<file path="src/rtl/xcvr_consts.svh">
`ifndef XCVR_CONSTS_SVH
`define XCVR_CONSTS_SVH

`define XCVR_ADDR_W 12
`define XCVR_CTRL_OFS 12'h000
`define XCVR_STAT_OFS 12'h004
`define XCVR_TXQ_OFS 12'h008
`define XCVR_RXQ_OFS 12'h00C
`define XCVR_LOOPQ_OFS 12'h010

`define XCVR_CTRL_ISO_BIT 0
`define XCVR_CTRL_RST 32'h0000_0000
`define XCVR_RDATA_RST 32'h0000_0000
`define XCVR_STORE_RST_BIT 1'b0
`define XCVR_STROBE_RST 1'b1

`define XCVR_STAT_IN_MODE_LSB 0
`define XCVR_STAT_OUT_MODE_LSB 2
`define XCVR_STAT_LOCAL_LOOP_BIT 4
`define XCVR_STAT_DIG_OE_BIT 5
`define XCVR_STAT_BUS_OE_BIT 6
`define XCVR_STAT_RX_EN_BIT 7
`define XCVR_STAT_BUS_LOOP_BIT 8

`endif

</file>
<file path="src/rtl/xcvr_pkg.sv">
package xcvr_pkg;

    typedef enum logic [1:0] {
        MODE_BUFFER,
        MODE_FLOP,
        MODE_LATCH,
        MODE_BUS_LOOP
    } mode_e;

    typedef struct packed {
        mode_e mode;
        logic strobe;
    } dir_cfg_s;

    function automatic mode_e decode_mode(input logic sel_hi, input logic sel_lo);
        mode_e m;
        m = MODE_BUFFER;
        if (sel_hi && sel_lo) begin
            m = MODE_BUS_LOOP;
        end else if (sel_hi) begin
            m = MODE_LATCH;
        end else if (sel_lo) begin
            m = MODE_FLOP;
        end
        return m;
    endfunction

endpackage

</file>
<file path="src/rtl/registered_bidir_transceiver.sv">
// Chosen here: register access over APB and the register addresses.
`timescale 1ns/1ps
`default_nettype none
`include "xcvr_consts.svh"

module registered_bidir_transceiver import xcvr_pkg::*; #(
    parameter int LANES = 8
) (
    input wire logic pclk,
    input wire logic presetn,
    input wire logic ce,
    input wire logic psel,
    input wire logic penable,
    input wire logic pwrite,
    input wire logic [`XCVR_ADDR_W-1:0] paddr,
    input wire logic [31:0] pwdata,
    output logic [31:0] prdata,
    output logic pready,
    output logic pslverr,
    input wire logic inbound_mode_sel_hi,
    input wire logic inbound_mode_sel_lo,
    input wire logic outbound_mode_sel_hi,
    input wire logic outbound_mode_sel_lo,
    input wire logic to_bus_clock_or_latch_en,
    input wire logic from_bus_clock_or_latch_en,
    input wire logic local_loopback_en,
    input wire logic digital_side_out_en,
    input wire logic bus_side_out_en,
    input wire logic receiver_data_en,
    input wire logic [LANES-1:0] digital_data_in,
    output logic [LANES-1:0] digital_data_out,
    output logic digital_out_en_n,
    input wire logic [LANES-1:0] bus_pair_true_in,
    input wire logic [LANES-1:0] bus_pair_comp_in,
    output logic [LANES-1:0] bus_pair_true_out,
    output logic [LANES-1:0] bus_pair_comp_out,
    output logic bus_pair_out_en_n
);

    if (LANES < 1 || LANES > 32) begin : g_lane_check
        $error("LANES must lie between 1 and 32 to fit one register word");
    end

    mode_e in_raw;
    mode_e out_raw;
    logic bus_loop;
    dir_cfg_s in_cfg;
    dir_cfg_s out_cfg;
    logic [LANES-1:0] rx_raw;
    logic [LANES-1:0] rx_to_digital;
    logic [LANES-1:0] tx_q;
    logic [LANES-1:0] rx_q;
    logic [31:0] ctrl_word;
    logic [31:0] status_word;
    logic iso_force;

    logic [LANES-1:0] loop_reg, loop_next;
    logic bus_loop_reg, bus_loop_next;
    logic [LANES-1:0] bus_data_reg, bus_data_next;
    logic [LANES-1:0] bus_comp_reg, bus_comp_next;
    logic [LANES-1:0] dig_data_reg, dig_data_next;
    logic dig_oe_n_reg, dig_oe_n_next;
    logic bus_oe_n_reg, bus_oe_n_next;

    // Mode decode: 11 on one side alone has no bus loop, so it stays a latch
    assign in_raw = decode_mode(inbound_mode_sel_hi, inbound_mode_sel_lo);
    assign out_raw = decode_mode(outbound_mode_sel_hi, outbound_mode_sel_lo);
    assign bus_loop = inbound_mode_sel_hi && inbound_mode_sel_lo
                      && outbound_mode_sel_hi && outbound_mode_sel_lo;

    always_comb begin
        in_cfg.strobe = from_bus_clock_or_latch_en;
        out_cfg.strobe = to_bus_clock_or_latch_en;
        if (bus_loop) begin
            in_cfg.mode = MODE_BUS_LOOP;
            out_cfg.mode = MODE_BUS_LOOP;
        end else begin
            in_cfg.mode = (in_raw == MODE_BUS_LOOP) ? MODE_LATCH : in_raw;
            out_cfg.mode = (out_raw == MODE_BUS_LOOP) ? MODE_LATCH : out_raw;
        end
    end

    // Receiver: equal legs (open or shorted pair) resolve low
    assign rx_raw = bus_pair_true_in & ~bus_pair_comp_in;
    // High receiver enable cuts the receiver off the digital path
    assign rx_to_digital = receiver_data_en ? '0 : rx_raw;

    assign iso_force = ctrl_word[`XCVR_CTRL_ISO_BIT];

    lane_store #(
        .LANES(LANES)
    ) u_to_bus_store (
        .pclk(pclk),
        .presetn(presetn),
        .ce(ce),
        .cfg(out_cfg),
        .din(digital_data_in),
        .q(tx_q)
    );

    lane_store #(
        .LANES(LANES)
    ) u_from_bus_store (
        .pclk(pclk),
        .presetn(presetn),
        .ce(ce),
        .cfg(in_cfg),
        .din(rx_to_digital),
        .q(rx_q)
    );

    // Bus loopback store: takes the bus word on entry and holds it for the stay
    always_comb begin
        bus_loop_next = bus_loop;
        loop_next = loop_reg;
        if (bus_loop && !bus_loop_reg) begin
            loop_next = rx_raw;
        end
    end

    // Output stage; stores feed it whether or not the pins drive
    always_comb begin
        case (out_cfg.mode)
            MODE_BUFFER: bus_data_next = digital_data_in;
            MODE_FLOP: bus_data_next = tx_q;
            MODE_LATCH: bus_data_next = to_bus_clock_or_latch_en ? digital_data_in : tx_q;
            default: bus_data_next = loop_reg;
        endcase
        bus_comp_next = ~bus_data_next;
        if (local_loopback_en) begin
            dig_data_next = digital_data_in;
        end else begin
            case (in_cfg.mode)
                MODE_BUFFER: dig_data_next = rx_to_digital;
                MODE_FLOP: dig_data_next = rx_q;
                MODE_LATCH: begin
                    dig_data_next = from_bus_clock_or_latch_en ? rx_to_digital : rx_q;
                end
                default: dig_data_next = rx_q;
            endcase
        end
        // Enables gate only the pins, never the stores
        dig_oe_n_next = !(digital_side_out_en && !iso_force);
        bus_oe_n_next = !(bus_side_out_en && !iso_force);
    end

    always_ff @(posedge pclk or negedge presetn) begin
        if (!presetn) begin
            loop_reg <= {LANES{`XCVR_STORE_RST_BIT}};
            bus_loop_reg <= 1'b0;
            bus_data_reg <= {LANES{`XCVR_STORE_RST_BIT}};
            bus_comp_reg <= {LANES{!`XCVR_STORE_RST_BIT}};
            dig_data_reg <= {LANES{`XCVR_STORE_RST_BIT}};
            dig_oe_n_reg <= 1'b1;
            bus_oe_n_reg <= 1'b1;
        end else if (ce) begin
            loop_reg <= loop_next;
            bus_loop_reg <= bus_loop_next;
            bus_data_reg <= bus_data_next;
            bus_comp_reg <= bus_comp_next;
            dig_data_reg <= dig_data_next;
            dig_oe_n_reg <= dig_oe_n_next;
            bus_oe_n_reg <= bus_oe_n_next;
        end
    end

    assign bus_pair_true_out = bus_data_reg;
    assign bus_pair_comp_out = bus_comp_reg;
    assign bus_pair_out_en_n = bus_oe_n_reg;
    assign digital_data_out = dig_data_reg;
    assign digital_out_en_n = dig_oe_n_reg;

    always_comb begin
        status_word = 32'h0000_0000;
        status_word[`XCVR_STAT_IN_MODE_LSB +: 2] = in_cfg.mode;
        status_word[`XCVR_STAT_OUT_MODE_LSB +: 2] = out_cfg.mode;
        status_word[`XCVR_STAT_LOCAL_LOOP_BIT] = local_loopback_en;
        status_word[`XCVR_STAT_DIG_OE_BIT] = !dig_oe_n_reg;
        status_word[`XCVR_STAT_BUS_OE_BIT] = !bus_oe_n_reg;
        status_word[`XCVR_STAT_RX_EN_BIT] = receiver_data_en;
        status_word[`XCVR_STAT_BUS_LOOP_BIT] = bus_loop_reg;
    end

    xcvr_apb_regs #(
        .LANES(LANES)
    ) u_regs (
        .pclk(pclk),
        .presetn(presetn),
        .ce(ce),
        .psel(psel),
        .penable(penable),
        .pwrite(pwrite),
        .paddr(paddr),
        .pwdata(pwdata),
        .status_word(status_word),
        .tx_store(tx_q),
        .rx_store(rx_q),
        .loop_store(loop_reg),
        .prdata(prdata),
        .pready(pready),
        .pslverr(pslverr),
        .ctrl(ctrl_word)
    );
endmodule

`default_nettype wire

</file>
<file path="src/rtl/lane_store.sv">
`timescale 1ns/1ps
`default_nettype none
`include "xcvr_consts.svh"

module lane_store import xcvr_pkg::*; #(
    parameter int LANES = 8
) (
    input wire logic pclk,
    input wire logic presetn,
    input wire logic ce,
    input wire dir_cfg_s cfg,
    input wire logic [LANES-1:0] din,
    output logic [LANES-1:0] q
);

    logic [LANES-1:0] q_reg;
    logic [LANES-1:0] q_next;
    logic strobe_reg;
    logic strobe_next;
    logic rise;

    // Previous strobe resets high so a level held across reset is no edge
    assign rise = cfg.strobe && !strobe_reg;
    assign q = q_reg;

    always_comb begin
        strobe_next = cfg.strobe;
        q_next = q_reg;
        case (cfg.mode)
            MODE_FLOP: begin
                if (rise) begin
                    q_next = din;
                end
            end
            MODE_LATCH: begin
                if (cfg.strobe) begin
                    q_next = din;
                end
            end
            default: begin
                q_next = q_reg;
            end
        endcase
    end

    always_ff @(posedge pclk or negedge presetn) begin
        if (!presetn) begin
            q_reg <= {LANES{`XCVR_STORE_RST_BIT}};
            strobe_reg <= `XCVR_STROBE_RST;
        end else if (ce) begin
            q_reg <= q_next;
            strobe_reg <= strobe_next;
        end
    end
endmodule

`default_nettype wire

</file>
<file path="src/rtl/xcvr_apb_regs.sv">
`timescale 1ns/1ps
`default_nettype none
`include "xcvr_consts.svh"

module xcvr_apb_regs #(
    parameter int LANES = 8
) (
    input wire logic pclk,
    input wire logic presetn,
    input wire logic ce,
    input wire logic psel,
    input wire logic penable,
    input wire logic pwrite,
    input wire logic [`XCVR_ADDR_W-1:0] paddr,
    input wire logic [31:0] pwdata,
    input wire logic [31:0] status_word,
    input wire logic [LANES-1:0] tx_store,
    input wire logic [LANES-1:0] rx_store,
    input wire logic [LANES-1:0] loop_store,
    output logic [31:0] prdata,
    output logic pready,
    output logic pslverr,
    output logic [31:0] ctrl
);

    logic [31:0] prdata_reg, prdata_next;
    logic pready_reg, pready_next;
    logic pslverr_reg, pslverr_next;
    logic [31:0] ctrl_reg, ctrl_next;

    assign prdata = prdata_reg;
    assign pready = pready_reg;
    assign pslverr = pslverr_reg;
    assign ctrl = ctrl_reg;

    // Decode happens in the setup cycle so every answer leaves a flop
    always_comb begin
        prdata_next = prdata_reg;
        pready_next = 1'b0;
        pslverr_next = 1'b0;
        ctrl_next = ctrl_reg;
        if (psel && !penable) begin
            pready_next = 1'b1;
            prdata_next = `XCVR_RDATA_RST;
            if (paddr == `XCVR_CTRL_OFS) begin
                prdata_next = ctrl_reg;
            end else if (paddr == `XCVR_STAT_OFS && !pwrite) begin
                prdata_next = status_word;
            end else if (paddr == `XCVR_TXQ_OFS && !pwrite) begin
                prdata_next = 32'(tx_store);
            end else if (paddr == `XCVR_RXQ_OFS && !pwrite) begin
                prdata_next = 32'(rx_store);
            end else if (paddr == `XCVR_LOOPQ_OFS && !pwrite) begin
                prdata_next = 32'(loop_store);
            end else begin
                pslverr_next = 1'b1;
            end
        end else if (psel && penable && pready_reg) begin
            if (pwrite && !pslverr_reg && paddr == `XCVR_CTRL_OFS) begin
                ctrl_next = pwdata;
            end
        end
    end

    always_ff @(posedge pclk or negedge presetn) begin
        if (!presetn) begin
            prdata_reg <= `XCVR_RDATA_RST;
            pready_reg <= 1'b0;
            pslverr_reg <= 1'b0;
            ctrl_reg <= `XCVR_CTRL_RST;
        end else if (ce) begin
            prdata_reg <= prdata_next;
            pready_reg <= pready_next;
            pslverr_reg <= pslverr_next;
            ctrl_reg <= ctrl_next;
        end
    end
endmodule

`default_nettype wire

</file>
<file path="config.mk">
export PLATFORM = sky130hd
export DESIGN_NAME = registered_bidir_transceiver
export DESIGN_NICKNAME = d
export VERILOG_FILES = /design/src/rtl/xcvr_pkg.sv /design/src/rtl/registered_bidir_transceiver.sv /design/src/rtl/lane_store.sv /design/src/rtl/xcvr_apb_regs.sv
export VERILOG_INCLUDE_DIRS = /design/src /design/src/rtl
export SDC_FILE = /design/constraint.sdc
export NUM_CORES = 1
export LEC_CHECK = 0
export ABC_AREA = 0
export BUFFER_PORTS_ARGS = -buffer_cell sky130_fd_sc_hd__buf_2
export CORE_MARGIN = 4
export CORE_UTILIZATION = 30
export CTS_CLUSTER_DIAMETER = 50
export DETAILED_ROUTE_END_ITERATION = 10
export PLACE_DENSITY = 0.54
export SLEW_MARGIN = 20
export SYNTH_ARGS = -nofsm -noshare
export SYNTH_HDL_FRONTEND = slang
export SYNTH_SLANG_ARGS = --single-unit
</file>
<file path="constraint.sdc">
create_clock -name pclk -period 1.7 [get_ports pclk]
set_clock_uncertainty 0.15 [all_clocks]
set_input_delay 0.085 -clock pclk [delete_from_list [all_inputs] [get_ports pclk]]
set_output_delay 0.085 -clock pclk [all_outputs]
set_load 0.005 [all_outputs]
</file>
==> flow_summary_export.csv <==
group,metric,value,unit
timing,whs,0.0244,ns
cts,cts_root_buffer,"clkbuf_16",
synth,async_reset_ff_share,100,%
floorplan,die_h,145,microns
layout,diodes,0,
route,antenna_left,0,
synth,syn_area,5610,sq um
global_route,grtUsageTotal,16.8,%
layout,nFillCells,1694,
worst_setup_path,start_kind,"flip-flop",
global_route,grt-ovfl-total,0,
timing,fin_crit,1.83,ns
cts,clock_path_buffers,2,
worst_setup_path,cp_cell_sequence,"inv_2 > nand4_1 > or4_4 > buf_12 > mux2_4",
worst_setup_path,cp-end-kind,"flip-flop",
synth,synth_ff_type,"dfrtp_1",
route,routed_via_density,4.86,
layout,layout.nets,845,
route,drt-total-wl,17600,microns
timing,finalWorstSetupSlack,-0.129,ns
floorplan,rows,49,
timing,setup_tns,-3.52,ns
layout,layout_commonest_cell,"buf_2",
placed_design,place_area,6930,sq um
synth,synth_edf_count,0,
min_path,worst_hold_path_type,"in -> reg",
worst_setup_path,critical_path_class,"reg -> reg",
layout,syn_to_final_growth,47.3,%
global_route,antenna_found_initial,0,
floorplan,core_area,18100,sq um
synth,synth_warnings,0,
worst_setup_path,cp_max_fo,15,
floorplan,dieArea,20900,sq um
synth,yosysUniqueCellTypes,42,
cts,cts_num_sinks,119,
synth,ys_ff_latch,119,
route,drt_iter0_drc,282,
route,drtPass1Iterations,5,
layout,final_layout_size_suffix_gt1_share,41.1,%
floorplan,dieWidth,145,microns
floorplan,ios,144,
synth,avgSynthCellArea,11.1,sq um
synth,syn_inst,507,
flow_run,cap_violations,0,
power,p_total,8.03,mW
timing,setup_viol,32,
power,leakage,4.03,nW
route,drcViolationCount,0,
timing,rsz0062_at_grt,"true",
worst_setup_path,slowest_stage,"or4_4",
synth,synth_fa_ha_area_share,0,%
layout,final_util,45.5,%
layout,layout_common_cells,"buf_2, dfrtp_1, dlygate4sd3_1",
synth,ys_seq_area_share,53.4,%
synth,synth_xor_area_share,0,%
status,status,"finished, violations left",
cts,cts_tree,"built",
placed_design,place_congestion,0.874,
global_route,grt_first_pass_wirelength,27000,microns
timing,hold_viol,0,
timing,fmax,547,MHz
worst_setup_path,cpPeakStageDelay,0.50,ns
placed_design,hpwlAfterDp,12900,microns
route,num_vias,4877,
placed_design,dp.cells,901,
global_route,grt_max_degree,39,
placed_design,pre_cts_slack,-0.312,ns
synth,yosys.area_share.simple,14.6,%
synth,syn_nets,591,
global_route,grt_pass1_vias,4993,
timing,relSlewSlack,35.1,%
floorplan,start_util,30.9,%
timing,drv_slew,0,
synth,synth_top_family_by_area,"multiplexers",
cts,clkSlewWorstSetupHoldPaths,0.06,ns
route,wl_per_cell,17.6,microns
power,ir_drop,0.669,mV
timing,tightest_slew,0.972,ns
placed_design,port_buffers,143,
worst_setup_path,critPathArrivalTime,1.98,ns
timing,period_share,108,%
status,violations,"setup timing",
synth,synth-compound-area-share,13.2,%
power,p_per_area,971,nW/um^2
worst_setup_path,cp_data_required_time,1.85,ns
cts,h-tree-depth,4,
synth,synthMuxAreaShare,14.9,%
layout,fin_area,8260,sq um
layout,fin_cells,1003,
cts,cts_buffers,17,
cts,clock_latency,0.42,ns
layer usage:
layer / share of wire, % / GRT usage [%] / vias to the layer above / wire length, microns
met5: 0 / 0 / - / 0
met4: 0.91 / 4.32 / 0 / 160
met3: 6.5 / 4.57 / 19 / 1140
met2: 47 / 27.0 / 146 / 8240
met1: 46 / 22.6 / 2378 / 8090
li1: - / - / 2334 / -
final timing paths:
path                                                       start                               end  slack (ns)  depth (start not counted)
worst max-delay path                  u_regs.pslverr$_DFFE_PN0P_       u_regs.ctrl[23]$_DFFE_PN0P_       -0.13                          5
worst min-delay path                                          ce          bus_loop_reg$_DFFE_PN0P_        0.02                          3
worst max register to register        u_regs.pslverr$_DFFE_PN0P_       u_regs.ctrl[23]$_DFFE_PN0P_       -0.13                          5
worst min register to register  bus_pair_true_out[2]$_DFFE_PN0P_  bus_pair_true_out[2]$_DFFE_PN0P_        0.33                          1
max in group asynchronous                                presetn     u_regs.prdata[15]$_DFFE_PN0P_        0.65                          3
min in group asynchronous                                presetn     u_regs.prdata[30]$_DFFE_PN0P_        0.04                          2
cells by family (layout without fill, tap and decap cells):
family	after synthesis	after routing
flip-flops	119	119
multiplexers	65	65
AO/OA/AOI/OAI	117	117
AND/OR/NAND/NOR	158	158
buffers and inverters	48	315
where the power goes:
| group | internal [mW] | switching [mW] | leakage (nW) |
|---|---|---|---|
| combinational | 0.553 | 0.508 | 2.19 |
| sequential | 3.09 | 0.184 | 1.55 |
| clock | 2.35 | 1.34 | 0.288 |
worst max-delay path, delay by kind of cell, from the launching register on:
family                 cells  cell delay, ns
buffers and inverters      2            0.27
DFF                        1            0.39
muxes                      1            0.30
and+or+nand+nor            2            0.59
cells in the mapped netlist (8+ instances only):
cell | n | area [sq um]
dfrtp_1 | 107 | 2680
nand2_1 | 53 | 199
a21oi_1 | 45 | 225
nor2_1 | 33 | 124
mux2_4 | 30 | 450
mux2_2 | 26 | 293
o21ai_0 | 26 | 130
clkbuf_1 | 20 | 75.1
inv_1 | 18 | 67.6
dfstp_2 | 12 | 315
nand3_1 | 12 | 60.1
nor4_1 | 11 | 68.8
a211oi_1 | 9 | 67.6
a21o_1 | 9 | 67.6
a22oi_1 | 9 | 67.6
mux2i_1 | 9 | 90.1
nand3b_1 | 9 | 67.6
a311oi_1 | 8 | 70.1
and3_1 | 8 | 50.1
nor3b_1 | 8 | 60.1
final cells by class:
class | count | area, sq um | share of cell area (%)
inverters | 19 | 71.3 | 0.863
clock inverters | 14 | 178 | 2.15
multi-input cells | 340 | 2420 | 29.3
repair buffers | 264 | 1880 | 22.7
clock buffers | 18 | 439 | 5.31
flip-flops and latches | 119 | 2990 | 36.2
well taps | 229 | 287 | 3.47
what timing repair did:
item | 4_1_cts | 5_1_grt
cloned | 1 | 0
hold buffers | 65 | 0
buffers inserted | 2 | 2
gates resized for setup | 2 | 2
pin swaps | 1 | 0
endpoints found under the setup margin | 32 | 34
hold endpoints to repair | 199 | 0
(Power assumes the default switching activity.)
